===== src/lamp_seq_pkg.sv =====
// constants, register map and state codes of the lamp start/boost/burn/hold sequencer
// assumes a single 40 MHz clock and a word-wide AHB-Lite register port
package lamp_seq_pkg;
  // register byte addresses
  localparam logic [7:0] ADDR_STATUS = 8'h00;
  localparam logic [7:0] ADDR_CTRL = 8'h04;
  localparam logic [7:0] ADDR_PERIOD = 8'h08;
  // status field positions
  localparam int STAT_STATE_LSB = 0;
  localparam int STAT_ATT_LSB = 8;
  localparam int STAT_BCNT_LSB = 10;
  localparam int STAT_RATIO_LSB = 16;
  localparam int STAT_DIM_LSB = 20;
  localparam int STAT_HOLD_BIT = 22;
  localparam int CTRL_RUN_BIT = 0;
  // reset values
  localparam logic CTRL_RUN_RST = 1'b1;
  localparam logic [15:0] PERIOD_RST = 16'h0064;
  // sequence counts
  localparam logic [3:0] PREHEAT_PULSES = 4'h8;
  localparam logic [1:0] IGN_PULSES = 2'h2;
  localparam logic [5:0] BOOST_PULSES = 6'h3f;
  localparam logic [5:0] TRANS_PULSES = 6'h20;
  localparam logic [3:0] RATIO_STEPS = 4'hf;
  localparam logic [1:0] MAX_ATTEMPTS = 2'h2;
  localparam logic [1:0] OC_EDGES = 2'h2;
  localparam logic [1:0] DIM_FULL = 2'h0;
  // frequency ratios in tenths: 2.5, 4.6, 1.8
  localparam logic [7:0] NORM_RATIO_X10 = 8'h19;
  localparam logic [7:0] BST_RATIO_X10 = 8'h2e;
  localparam logic [7:0] SHORT_RATIO_X10 = 8'h12;
  localparam logic [7:0] RATIO_DEN = 8'h0a;
  // timing
  localparam int CLK_NS = 25;
  localparam int DEAD_NS = 500;
  localparam logic [15:0] DEAD_CYC = 16'((DEAD_NS + CLK_NS - 1) / CLK_NS);
  // controller states, one-hot
  typedef enum logic [7:0] {
    ST_STARTUP = 8'h01,
    ST_PREHEAT = 8'h02,
    ST_IGNITE = 8'h04,
    ST_BOOST = 8'h08,
    ST_TRANS = 8'h10,
    ST_BURN = 8'h20,
    ST_HOLD = 8'h40,
    ST_PWRDN = 8'h80
  } state_t;
endpackage


===== src/lamp_seq.sv =====
// sequencer of a lamp ballast: start-up, preheat, ignition, boost, transition, burn, hold
// assumes comparator and saw-tooth tick inputs already synchronous to clock_i;
// rst_n_i low stands for supply below the reset level
// Notes on behaviour
// - lamp ignition detected moves ignition to boost
// - boost ratio only at full brightness
// - hot-die bypass skips boost to burn
// - boost timing counts boost saw-tooth ticks
// - 63 boost ticks then automatic transition
// - 32 preheat ticks, ratio down 15 steps
// - boost end temperature starts transition now
// - shorted boost capacitor disables boost, boost limit divided by 1.8
// - boost capacitor held discharged while idle
// - burn after boost or bypass, sensing on
// - burn loop steers frequency from sense error
// - hold after failed ignition or supply stop
// - supply stop never advances attempt counter
// - hold releases on low preheat capacitor
// - hold: latch set, oscillator off, low side
// - failed ignition hold waits for ramp top
// - two saw-tooth cycles per bridge period
// - alternate switches with dead time
// - start at maximum frequency, ratio limits
// - preheat timer starts after start, eight ticks
// - ignition window two preheat timer ticks
// - continuous overcurrent timed beyond half tick
// - two ignition attempts then power-down
// - no retained memory starts at full brightness
`timescale 1ns/1ps
`default_nettype none
module lamp_seq (
  input wire logic clock_i,
  input wire logic rst_n_i,
  input wire logic hsel_i,
  input wire logic [31:0] haddr_i,
  input wire logic [1:0] htrans_i,
  input wire logic hwrite_i,
  input wire logic [2:0] hsize_i,
  input wire logic [31:0] hwdata_i,
  input wire logic hready_i,
  output logic hreadyout_o,
  output logic hresp_o,
  output logic [31:0] hrdata_o,
  input wire logic vdd_start_i,
  input wire logic vdd_below_stop_i,
  input wire logic cp_above_max_i,
  input wire logic cp_top_i,
  input wire logic cp_tick_i,
  input wire logic cp_release_i,
  input wire logic cp_retain_i,
  input wire logic [1:0] dim_memory_i,
  input wire logic cb_tick_i,
  input wire logic cb_short_i,
  input wire logic lamp_ignited_i,
  input wire logic temp_bypass_i,
  input wire logic temp_boost_end_i,
  input wire logic overcurrent_i,
  input wire logic current_high_i,
  output logic high_side_switch_o,
  output logic low_side_switch_o,
  output logic osc_running_o,
  output logic [3:0] boost_ratio_o,
  output logic [1:0] dim_level_o,
  output logic boost_cap_discharge_o,
  output logic preheat_timer_run_o,
  output logic preheat_cap_discharge_o,
  output logic lamp_sense_en_o,
  output logic hold_latch_o,
  output logic power_down_o
);
  // whole module state in one packed record
  typedef struct packed {
    lamp_seq_pkg::state_t st;
    logic osc_run;
    logic phase;
    logic [15:0] saw_cnt;
    logic [15:0] period;
    logic [5:0] tick_cnt;
    logic [5:0] boost_cnt;
    logic [3:0] ratio;
    logic [1:0] attempts;
    logic hold_latch;
    logic wait_top;
    logic [1:0] oc_cnt;
    logic [1:0] dim;
    logic dim_loaded;
    logic hs;
    logic ls;
    logic run_en;
    logic [15:0] min_period;
    logic [7:0] wr_addr;
    logic wr_pend;
    logic [31:0] rdata;
  } regs_t;

  regs_t s_r;
  regs_t s_nxt;
  logic bus_req;
  logic saw_end;
  logic boost_ok;
  logic [23:0] norm_lim;
  logic [23:0] bst_lim;
  logic [23:0] lim;
  logic [9:0] ratio_drop;

  assign bus_req = hsel_i & hready_i & htrans_i[1];
  assign saw_end = s_r.osc_run & (s_r.saw_cnt + 16'h0001 >= s_r.period);
  // a shorted boost capacitor or a dimmed level forbids the boost
  assign boost_ok = (s_r.dim == lamp_seq_pkg::DIM_FULL) & ~temp_bypass_i & ~cb_short_i;
  // lowest frequency as longest saw-tooth period, 24 bits to keep the products
  assign norm_lim = 24'(({8'h00, s_r.min_period} * 24'(lamp_seq_pkg::NORM_RATIO_X10))
                        / 24'(lamp_seq_pkg::RATIO_DEN));
  assign bst_lim = 24'(({8'h00, s_r.min_period} * 24'(lamp_seq_pkg::BST_RATIO_X10))
                       / 24'(lamp_seq_pkg::RATIO_DEN));
  // ratio drop after the coming transition tick, 15 steps spread over 32 ticks
  assign ratio_drop = 10'(({4'h0, s_r.tick_cnt + 6'h01} * 10'(lamp_seq_pkg::RATIO_STEPS))
                          >> 5);

  // frequency floor: boost range while boost or transition runs
  always_comb begin
    if (s_r.st == lamp_seq_pkg::ST_BOOST || s_r.st == lamp_seq_pkg::ST_TRANS) begin
      lim = bst_lim;
    end else if (cb_short_i) begin
      lim = 24'((bst_lim * 24'(lamp_seq_pkg::RATIO_DEN))
                / 24'(lamp_seq_pkg::SHORT_RATIO_X10));
    end else begin
      lim = norm_lim;
    end
  end

  // next-state logic: bus, sequencer, oscillator, gate drive
  always_comb begin
    s_nxt = s_r;
    // strap-like capture of the retained dim step, once after release
    if (!s_r.dim_loaded) begin
      s_nxt.dim_loaded = 1'b1;
      s_nxt.dim = cp_retain_i ? dim_memory_i : lamp_seq_pkg::DIM_FULL;
    end
    // data phase of a write, zero wait states
    s_nxt.wr_pend = 1'b0;
    if (s_r.wr_pend) begin
      if (s_r.wr_addr == lamp_seq_pkg::ADDR_CTRL) begin
        s_nxt.run_en = hwdata_i[lamp_seq_pkg::CTRL_RUN_BIT];
      end else if (s_r.wr_addr == lamp_seq_pkg::ADDR_PERIOD) begin
        s_nxt.min_period = hwdata_i[15:0];
      end
    end
    // oscillator saw-tooth; bridge phase flips each saw-tooth, two per period
    if (s_r.osc_run) begin
      if (saw_end) begin
        s_nxt.saw_cnt = 16'h0000;
        s_nxt.phase = ~s_r.phase;
        // raise frequency when sensed current is high, else sweep down
        if (current_high_i && s_r.period > s_r.min_period) begin
          s_nxt.period = s_r.period - 16'h0001;
        end else if (!current_high_i && {8'h00, s_r.period} < lim) begin
          s_nxt.period = s_r.period + 16'h0001;
        end
      end else begin
        s_nxt.saw_cnt = s_r.saw_cnt + 16'h0001;
      end
    end
    // controller states
    unique case (s_r.st)
      lamp_seq_pkg::ST_STARTUP: begin
        if (!s_r.osc_run && vdd_start_i && s_r.run_en) begin
          s_nxt.osc_run = 1'b1;
          s_nxt.period = s_r.min_period;
          s_nxt.saw_cnt = 16'h0000;
        end
        if (s_r.osc_run && cp_above_max_i) begin
          s_nxt.st = lamp_seq_pkg::ST_PREHEAT;
          s_nxt.tick_cnt = 6'h00;
        end
      end
      lamp_seq_pkg::ST_PREHEAT: begin
        if (vdd_below_stop_i) begin
          s_nxt.st = lamp_seq_pkg::ST_HOLD;
          s_nxt.wait_top = 1'b0;
        end else if (cp_tick_i) begin
          if (s_r.tick_cnt[3:0] + 4'h1 == lamp_seq_pkg::PREHEAT_PULSES) begin
            s_nxt.st = lamp_seq_pkg::ST_IGNITE;
            s_nxt.tick_cnt = 6'h00;
          end else begin
            s_nxt.tick_cnt = s_r.tick_cnt + 6'h01;
          end
        end
      end
      lamp_seq_pkg::ST_IGNITE: begin
        if (vdd_below_stop_i) begin
          s_nxt.st = lamp_seq_pkg::ST_HOLD;
          s_nxt.wait_top = 1'b0;
        end else if (lamp_ignited_i) begin
          s_nxt.tick_cnt = 6'h00;
          s_nxt.st = boost_ok ? lamp_seq_pkg::ST_BOOST : lamp_seq_pkg::ST_BURN;
          s_nxt.ratio = boost_ok ? lamp_seq_pkg::RATIO_STEPS : 4'h0;
        end else if (cp_tick_i) begin
          if (s_r.tick_cnt[1:0] + 2'h1 == lamp_seq_pkg::IGN_PULSES) begin
            s_nxt.attempts = s_r.attempts + 2'h1;
            if (s_r.attempts + 2'h1 == lamp_seq_pkg::MAX_ATTEMPTS) begin
              s_nxt.st = lamp_seq_pkg::ST_PWRDN;
            end else begin
              s_nxt.st = lamp_seq_pkg::ST_HOLD;
              s_nxt.wait_top = 1'b1;
            end
          end else begin
            s_nxt.tick_cnt = s_r.tick_cnt + 6'h01;
          end
        end
      end
      lamp_seq_pkg::ST_BOOST: begin
        if (temp_boost_end_i) begin
          s_nxt.st = lamp_seq_pkg::ST_TRANS;
          s_nxt.tick_cnt = 6'h00;
          s_nxt.boost_cnt = 6'h00;
        end else if (cb_tick_i) begin
          if (s_r.boost_cnt + 6'h01 == lamp_seq_pkg::BOOST_PULSES) begin
            s_nxt.st = lamp_seq_pkg::ST_TRANS;
            s_nxt.tick_cnt = 6'h00;
            s_nxt.boost_cnt = 6'h00;
          end else begin
            s_nxt.boost_cnt = s_r.boost_cnt + 6'h01;
          end
        end
      end
      lamp_seq_pkg::ST_TRANS: begin
        // ratio falls from 15 to 0 across the 32 preheat-timer ticks
        if (cp_tick_i) begin
          if (s_r.tick_cnt + 6'h01 == lamp_seq_pkg::TRANS_PULSES) begin
            s_nxt.st = lamp_seq_pkg::ST_BURN;
            s_nxt.ratio = 4'h0;
            s_nxt.tick_cnt = 6'h00;
          end else begin
            s_nxt.tick_cnt = s_r.tick_cnt + 6'h01;
            s_nxt.ratio = lamp_seq_pkg::RATIO_STEPS - 4'(ratio_drop);
          end
        end
      end
      lamp_seq_pkg::ST_BURN: begin
        s_nxt.ratio = 4'h0;
      end
      lamp_seq_pkg::ST_HOLD: begin
        // failed ignition waits for the ramp top before the retention discharge
        if (s_r.wait_top) begin
          if (cp_top_i) begin
            s_nxt.wait_top = 1'b0;
          end
        end else if (cp_release_i) begin
          s_nxt.st = lamp_seq_pkg::ST_STARTUP;
        end
      end
      lamp_seq_pkg::ST_PWRDN: begin
        s_nxt.osc_run = 1'b0;
      end
    endcase
    // overcurrent timer: two preheat-ramp edges in a row exceed half a preheat-timer tick
    if (s_r.st == lamp_seq_pkg::ST_BOOST || s_r.st == lamp_seq_pkg::ST_BURN) begin
      if (!overcurrent_i) begin
        s_nxt.oc_cnt = 2'h0;
      end else if (cp_tick_i || cp_top_i) begin
        s_nxt.oc_cnt = s_r.oc_cnt + 2'h1;
        if (s_r.oc_cnt + 2'h1 == lamp_seq_pkg::OC_EDGES) begin
          s_nxt.st = lamp_seq_pkg::ST_PWRDN;
        end
      end
    end else begin
      s_nxt.oc_cnt = 2'h0;
    end
    // counters of the boost sequence never leak into a later boost
    if (s_nxt.st != lamp_seq_pkg::ST_BOOST && s_nxt.st != lamp_seq_pkg::ST_TRANS) begin
      s_nxt.boost_cnt = 6'h00;
    end
    // hold: latch, stop oscillator, restart later from maximum frequency
    if (s_nxt.st == lamp_seq_pkg::ST_HOLD || s_nxt.st == lamp_seq_pkg::ST_PWRDN) begin
      s_nxt.osc_run = 1'b0;
      s_nxt.saw_cnt = 16'h0000;
      s_nxt.phase = 1'b0;
    end
    if (s_nxt.st == lamp_seq_pkg::ST_HOLD) begin
      s_nxt.hold_latch = 1'b1;
    end
    // gate drive: each switch waits the dead time into its own half
    if (s_nxt.st == lamp_seq_pkg::ST_PWRDN) begin
      s_nxt.hs = 1'b0;
      s_nxt.ls = 1'b0;
    end else if (!s_nxt.osc_run) begin
      s_nxt.hs = 1'b0;
      s_nxt.ls = 1'b1;
    end else begin
      s_nxt.hs = s_nxt.phase & (s_nxt.saw_cnt >= lamp_seq_pkg::DEAD_CYC);
      s_nxt.ls = ~s_nxt.phase & (s_nxt.saw_cnt >= lamp_seq_pkg::DEAD_CYC);
    end
    // address phase: capture write target, latch read data, status from current values, control and period from next values
    if (bus_req) begin
      s_nxt.wr_pend = hwrite_i;
      s_nxt.wr_addr = haddr_i[7:0];
      s_nxt.rdata = 32'h0000_0000;
      if (!hwrite_i) begin
        if (haddr_i[7:0] == lamp_seq_pkg::ADDR_STATUS) begin
          s_nxt.rdata[lamp_seq_pkg::STAT_STATE_LSB +: 8] = s_r.st;
          s_nxt.rdata[lamp_seq_pkg::STAT_ATT_LSB +: 2] = s_r.attempts;
          s_nxt.rdata[lamp_seq_pkg::STAT_BCNT_LSB +: 6] = s_r.boost_cnt;
          s_nxt.rdata[lamp_seq_pkg::STAT_RATIO_LSB +: 4] = s_r.ratio;
          s_nxt.rdata[lamp_seq_pkg::STAT_DIM_LSB +: 2] = s_r.dim;
          s_nxt.rdata[lamp_seq_pkg::STAT_HOLD_BIT] = s_r.hold_latch;
        end else if (haddr_i[7:0] == lamp_seq_pkg::ADDR_CTRL) begin
          s_nxt.rdata[lamp_seq_pkg::CTRL_RUN_BIT] = s_nxt.run_en;
        end else if (haddr_i[7:0] == lamp_seq_pkg::ADDR_PERIOD) begin
          s_nxt.rdata[15:0] = s_nxt.min_period;
        end
      end
    end
  end

  // state register; undervoltage reset clears latch and counters
  always_ff @(posedge clock_i or negedge rst_n_i) begin
    if (!rst_n_i) begin
      s_r <= '{st: lamp_seq_pkg::ST_STARTUP, run_en: lamp_seq_pkg::CTRL_RUN_RST,
               min_period: lamp_seq_pkg::PERIOD_RST, period: lamp_seq_pkg::PERIOD_RST,
               default: '0};
    end else begin
      s_r <= s_nxt;
    end
  end

  // outputs from the state record, except preheat_timer_run_o also takes overcurrent_i
  assign hreadyout_o = 1'b1;
  assign hresp_o = 1'b0;
  assign hrdata_o = s_r.rdata;
  assign high_side_switch_o = s_r.hs;
  assign low_side_switch_o = s_r.ls;
  assign osc_running_o = s_r.osc_run;
  assign boost_ratio_o = s_r.ratio;
  assign dim_level_o = s_r.dim;
  assign boost_cap_discharge_o = (s_r.st != lamp_seq_pkg::ST_BOOST);
  assign preheat_timer_run_o = (s_r.st == lamp_seq_pkg::ST_PREHEAT)
                             | (s_r.st == lamp_seq_pkg::ST_IGNITE)
                             | (s_r.st == lamp_seq_pkg::ST_TRANS)
                             | (s_r.oc_cnt != 2'h0) | ((s_r.st == lamp_seq_pkg::ST_BOOST
                             | s_r.st == lamp_seq_pkg::ST_BURN) & overcurrent_i);
  assign preheat_cap_discharge_o = (s_r.st == lamp_seq_pkg::ST_HOLD) & ~s_r.wait_top;
  // sensing stays on from ignition through burn, off in preheat
  assign lamp_sense_en_o = (s_r.st == lamp_seq_pkg::ST_IGNITE) | (s_r.st == lamp_seq_pkg::ST_BOOST)
                         | (s_r.st == lamp_seq_pkg::ST_TRANS) | (s_r.st == lamp_seq_pkg::ST_BURN);
  assign hold_latch_o = s_r.hold_latch;
  assign power_down_o = (s_r.st == lamp_seq_pkg::ST_PWRDN);
endmodule // lamp_seq
`default_nettype wire


===== config.mk =====
export PLATFORM = sky130hd
export DESIGN_NAME = lamp_seq
export DESIGN_NICKNAME = d
export VERILOG_FILES = /design/src/lamp_seq_pkg.sv /design/src/lamp_seq.sv
export SDC_FILE = /design/constraint.sdc
export NUM_CORES = 1
export LEC_CHECK = 0
export ABC_AREA = 1
export BUFFER_PORTS_ARGS = -buffer_cell sky130_fd_sc_hd__clkbuf_2
export CAP_MARGIN = 20
export CORE_ASPECT_RATIO = 0.5
export CORE_MARGIN = 5
export CORE_UTILIZATION = 50
export DETAILED_ROUTE_END_ITERATION = 10
export PLACE_DENSITY = 0.77
export SKIP_LAST_GASP = 1
export SLEW_MARGIN = 30
export SYNTH_ARGS = -nofsm -noshare
export SYNTH_HDL_FRONTEND = slang
export SYNTH_SLANG_ARGS = --single-unit
export TNS_END_PERCENT = 100

===== constraint.sdc =====
create_clock -name clock_i -period 40 [get_ports clock_i]
set_input_delay 4 -clock clock_i [delete_from_list [all_inputs] [get_ports clock_i]]
set_output_delay 4 -clock clock_i [all_outputs]
set_load 0.1 [all_outputs]

==> flow_summary.json, run 1 <==
{
  "status": "finished, final reports clean",
  "finalSetupViolations": 0,
  "yosysWarnings": 0,
  "min_path_type": "register to register",
  "crit_path_start_kind": "register",
  "skew_ps": 11.8,
  "cp.required_ps": 40280,
  "cts_resized": 0,
  "crit_type": "register to register",
  "grt_max_degree": 66,
  "clock.fmax_ghz": 0.0288,
  "multi_input_area_mm2": 0.0179,
  "core_mm2": 0.0473,
  "cts_setup_buffers": 0,
  "grt.total_usage_pct": 22.8,
  "cts_hold_buffers": 0,
  "ios": 139,
  "cts_root_buf": "clkbuf_16",
  "slew_viol_final": 0,
  "area_growth_pct": 4.42,
  "cts_tree": "yes",
  "cp_slowest_cell": "dfstp_2",
  "portBuffers": 83,
  "antennaDiodeCount": 0,
  "synthTopCellsByArea": "nand2_1 13%, dfrtp_1 11%, ha_1 11%",
  "synth_edf_count": 0,
  "final_hold_viol_count": 0,
  "clock_sinks": 118,
  "cts-htree-levels": 4,
  "grt_first_pass_wirelength_um": 103000,
  "ant_nets": 0,
  "finalCriticalPeriod_ps": 34700,
  "fill_cells": 4559,
  "viasPerCell": 5.36,
  "grt_pass1_vias": 21700,
  "vias": 23200,
  "synth_top_area_share_pct": 13.2,
  "holdWs_ps": 478,
  "ys_ff_latch": 118,
  "cp_max_fo": 29,
  "antenna_found_initial": 0,
  "clkTransAtPathRegs_ps": 60,
  "max-clock-path-buffers": 2,
  "gp_congestion": 0.915,
  "arrival_ps": 34980,
  "cap_violations": 0,
  "dpl.hpwl_um": 49800,
  "cp-end-kind": "register",
  "cts_buffers": 17,
  "yosysMostFrequentCell": "nand2_1",
  "routed_wl_um": 60900,
  "synth_cell_type_count": 83,
  "slowest_delay_ps": 730,
  "tightest_slew_ps": 842,
  "wire_per_inst_um": 14.0,
  "synth_area_per_cell_um2": 6.61,
  "start_util_pct": 51.1,
  "netlist_instances": 3655,
  "drc": 0,
  "seq_area_mm2": 0.00296,
  "synthesis.area_mm2": 0.0242,
  "die_y_um": 165,
  "crit_path_frequent_cell": "nand2_1",
  "drt-initial-drc-count": 1664,
  "ys_seq_area_share_pct": 12.3,
  "rows": 56,
  "final_layout_size_suffix_gt1_share_pct": 17.3,
  "yosys_most_used_dff": "dfrtp_1",
  "synth_async_sr_flop_share_pct": 100,
  "die_w_um": 321,
  "fin_setup_tns_ps": 0,
  "dieArea_mm2": 0.0531,
  "yosys.area.top_type": "nand2_1",
  "final_nets": 4021,
  "rsz0062_at_grt": "no",
  "period_share_pct": 86.8,
  "dr.pass1.iters": 8,
  "slew_headroom_pct": 43.4,
  "clk-insertion-delay-late_ps": 420,
  "grt_overflow": 0,
  "ys_top_cells_by_count": "849 x nand2_1, 589 x inv_1, 298 x nand3_1, 250 x nor2_1, 204 x ha_1"
}
[critical path: cells and delay by family (launching register included)]
kind	cells	cell delay, ps
AOI/OAI and AO/OA	19	3690
xor gates and xnor gates	2	390
adders and majority gates	8	2840
buffers and inverters	19	2220
DFF	1	730
muxes	1	300
and+or+nand+nor	194	24290
[sequential cells by signal, indices dropped and copies added (netlist names)]
| name | count |
|---|---|
| dim_level_o | 2 |
| s_r | 85 |
| hrdata_o | 23 |
| hold_latch_o | 1 |
| low_side_switch_o | 1 |
| osc_running_o | 1 |
| high_side_switch_o | 1 |
| boost_ratio_o | 4 |
[cell families after synthesis]
family          count (synthesis)  share of synthesized area, %
buf+inv                       737                          13.9
other cells                     2                        0.0311
flops                         118                          12.3
compound gates                396                          9.91
xor+xnor                      137                          4.97
fa+ha+maj                     249                          14.3
simple gates                 2012                          44.5
mux                             4                         0.171
[cells in the final DEF (no fill, tap or decap), types with 8 or more instances in the layout]
cell,netlist,routed
nand2_2,170,170
nor2_4,31,31
xor2_1,110,110
o21ai_2,8,8
nor2_1,250,250
inv_2,29,30
o21ai_1,14,14
nand3_4,17,17
fa_1,45,45
nor2_2,35,35
nor4_1,21,19
o21ai_0,120,120
clkbuf_2,0,82
xnor2_1,27,27
inv_1,589,588
o22ai_1,11,11
dfstp_2,8,8
nand3_2,43,43
buf_4,42,8
o31ai_1,8,8
a21oi_2,11,11
a21oi_1,144,144
nor3_1,34,34
o221ai_1,24,24
dfrtp_1,110,110
nand2_4,99,99
nand2_1,849,849
ha_1,204,204
nand4_1,101,101
nand3b_1,15,15
a211oi_1,9,9
conb_1,2,12
nand3_1,298,298
clkbuf_16,0,17
[final timing paths]
check / endpoint / cells past startpoint / slack [ps] / from
hold / removal: s_r[34]$_DFFE_PN0P_ / 2 / 480 / s_r[34]$_DFFE_PN0P_
setup / recovery: s_r[93]$_DFF_PN0_ / 243 / 5300 / s_r[46]$_DFF_PN1_
min in group asynchronous: s_r[101]$_DFF_PN0_ / 1 / 3640 / rst_n_i
hold reg to reg: s_r[34]$_DFFE_PN0P_ / 2 / 480 / s_r[34]$_DFFE_PN0P_
max in group asynchronous: s_r[123]$_DFF_PN0_ / 2 / 35070 / rst_n_i
setup reg to reg: s_r[93]$_DFF_PN0_ / 243 / 5300 / s_r[46]$_DFF_PN1_
[layer usage]
metal | GRT usage (%) | vias up | share of wire [%]
li1 | - | 11800 | -
met1 | 30.9 | 10800 | 47
met2 | 39.1 | 604 | 45
met3 | 2.33 | 90 | 5.3
met4 | 6.09 | 0 | 2.4
met5 | 0 | - | 0
[per-stage QoR]
step / worst slack, ps / cell area, um2 / util (%) / std cells
6_report: 5300 / 25200 / 53.3 / 4333
5_1_grt: 1500 / 25200 / 53.3 / 4333
4_1_cts: 5710 / 25200 / 53.3 / 4333
3_5_place_dp: 5880 / 24600 / 52.1 / 4301
3_3_place_gp: 6630 / 24600 / 52.1 / 4301
2_1_floorplan: 13250 / 24200 / - / 3665
[layout make-up]
class / count / share of cell area [%]
clock buffer: 17 / 1.69
clock inverter: 15 / 0.625
inverter: 645 / 9.98
multi-input combinational: 2810 / 70.9
sequential: 118 / 11.7
tap: 638 / 3.17
timing repair buffer: 90 / 1.87
Power of run 1 is not shown: default switching activity piles up to over one toggle a cycle in this logic, so the estimate is an artifact.
==> run 2: changes to the inputs <==
--- a/config.mk
+++ b/config.mk
@@ -12,7 +12,7 @@
 export CORE_MARGIN = 5
 export CORE_UTILIZATION = 50
 export DETAILED_ROUTE_END_ITERATION = 10
-export PLACE_DENSITY = 0.77
+export PLACE_DENSITY = 0.67
 export SKIP_LAST_GASP = 1
 export SLEW_MARGIN = 30
 export SYNTH_ARGS = -nofsm -noshare
==> run 2 against run 1 <==
Critical path depth down 10. Global-route usage up 0.17 points. Setup slack got worse by 200 ps.
==> flow_summary.json, run 2 (synthesized netlist as in run 1, its figures left out) <==
{
  "cts_hold_buffers": 0,
  "dr.max_layer_used": "met4",
  "slowest_delay_ps": 690,
  "arrival_ps": 35250,
  "setup_slack_ps": 5100,
  "top_register": "s_r",
  "cp_max_fo": 29,
  "cts_root_buf": "clkbuf_16",
  "cp.depth": 233,
  "crit_family": "simple AND/OR/NAND/NOR gates",
  "skew_ps": 9.41,
  "gp_congestion": 0.911,
  "path_buf_inv": 16,
  "ios": 139,
  "clk-insertion-delay-late_ps": 420,
  "period_share_pct": 87.3,
  "clkTransAtPathRegs_ps": 60,
  "antennaDiodeCount": 0,
  "dr.pass1.iters": 6,
  "clock.fmax_ghz": 0.0287,
  "die_y_um": 165,
  "max-clock-path-buffers": 2,
  "final_hold_viol_count": 0,
  "clock_sinks": 118,
  "final_nets": 4022,
  "antenna_found_initial": 0,
  "slew_headroom_pct": 32.4,
  "finalCriticalPeriod_ps": 34900,
  "rows": 56,
  "cts_tree": "yes",
  "dieArea_mm2": 0.0531,
  "rsz0062_at_grt": "no",
  "finalSetupViolations": 0,
  "viasPerCell": 5.24,
  "met2WireLength_um": 28000,
  "slew_viol_final": 0,
  "die_w_um": 321,
  "status": "finished, final reports clean",
  "fill_cells": 4798,
  "final_common_cell": "nand2_1",
  "cp_slowest_cell": "dfrtp_1",
  "drc": 0,
  "dpl_worst_slack_ps": 5520,
  "wire_per_inst_um": 14.1,
  "dpl.hpwl_um": 50200,
  "cts_setup_buffers": 0,
  "cts_resized": 0,
  "tightest_slew_ps": 1010,
  "grt.total_usage_pct": 23.0,
  "vias": 22700,
  "crit_path_frequent_cell": "nand2_1",
  "core_mm2": 0.0473,
  "fin_setup_tns_ps": 0,
  "min_path_type": "register to register",
  "grt_pass1_vias": 21100,
  "grt_first_pass_wirelength_um": 103000,
  "largest_reg_flops": 85,
  "cp.required_ps": 40350,
  "worst-r2r-cell-count": 233,
  "grt_max_degree": 67,
  "grt_overflow": 0,
  "ant_nets": 0,
  "drt-initial-drc-count": 1394,
  "area_growth_pct": 4.42,
  "cts_buffers": 17,
  "cap_violations": 0,
  "cts-htree-levels": 4,
  "cp-end-kind": "register",
  "start_util_pct": 51.1,
  "crit_path_start_kind": "register",
  "holdPathStages": 2,
  "portBuffers": 83,
  "crit_type": "register to register",
  "wl_met1_um": 29400,
  "routed_wl_um": 61300,
  "layout_common_cells": "849 x nand2_1, 589 x inv_1, 298 x nand3_1",
  "final_layout_size_suffix_gt1_share_pct": 17.3,
  "met3_length_um": 2950
}
## run 2: changes by cell type in the layout (fill, tap and decap cells not counted), sizes merged
cell,before,now
buf,8,9
clkinvlp,2,1
inv,636,637
## run 2: area by class of cell
class                   instances  area [um2]  area share (%)
clock buffers                  17         425            1.69
flip-flops and latches        118        2960            11.7
multi-input cells            2810       17900            70.9
inverters                     645        2520            9.98
repair buffers                 91         478            1.90
well taps                     638         798            3.17
clock inverters                15         158           0.625
## run 2: layer usage
metal	GRT usage [%]	vias to the layer above
li1	-	11800
met1	31.5	10400
met2	40.1	466
met3	2.06	56
met4	4.26	0
met5	0	-
## run 2: through the flow
step	std cells	cell area, um2	utilization, %	hold WS (ps)
floorplan	3665	24200	-	441
CTS	4334	25200	53.3	477
global placement	4302	24600	52.1	458
finish	4334	25200	53.3	474
detailed placement	4302	24600	52.1	461
global route	4334	25200	53.3	515
## run 2: path summary, 6_finish.rpt
path,end,start,slack [ps]
setup / recovery,s_r[91]$_DFF_PN1_,s_r[44]$_DFF_PN0_,5100
hold / removal,s_r[33]$_DFFE_PN0P_,s_r[33]$_DFFE_PN0P_,470
setup reg to reg,s_r[91]$_DFF_PN1_,s_r[44]$_DFF_PN0_,5100
hold reg to reg,s_r[33]$_DFFE_PN0P_,s_r[33]$_DFFE_PN0P_,470
max in group asynchronous,s_r[55]$_DFF_PN0_,rst_n_i,35140
min in group asynchronous,s_r[104]$_DFF_PN0_,rst_n_i,3690
## run 2: tightest hold or removal path: cells and delay by family (launching register included)
kind             cells  cell delay (ps)
and+or+nand+nor      2              100
DFF                  1              330
Power of run 2 is left out for the same reason.
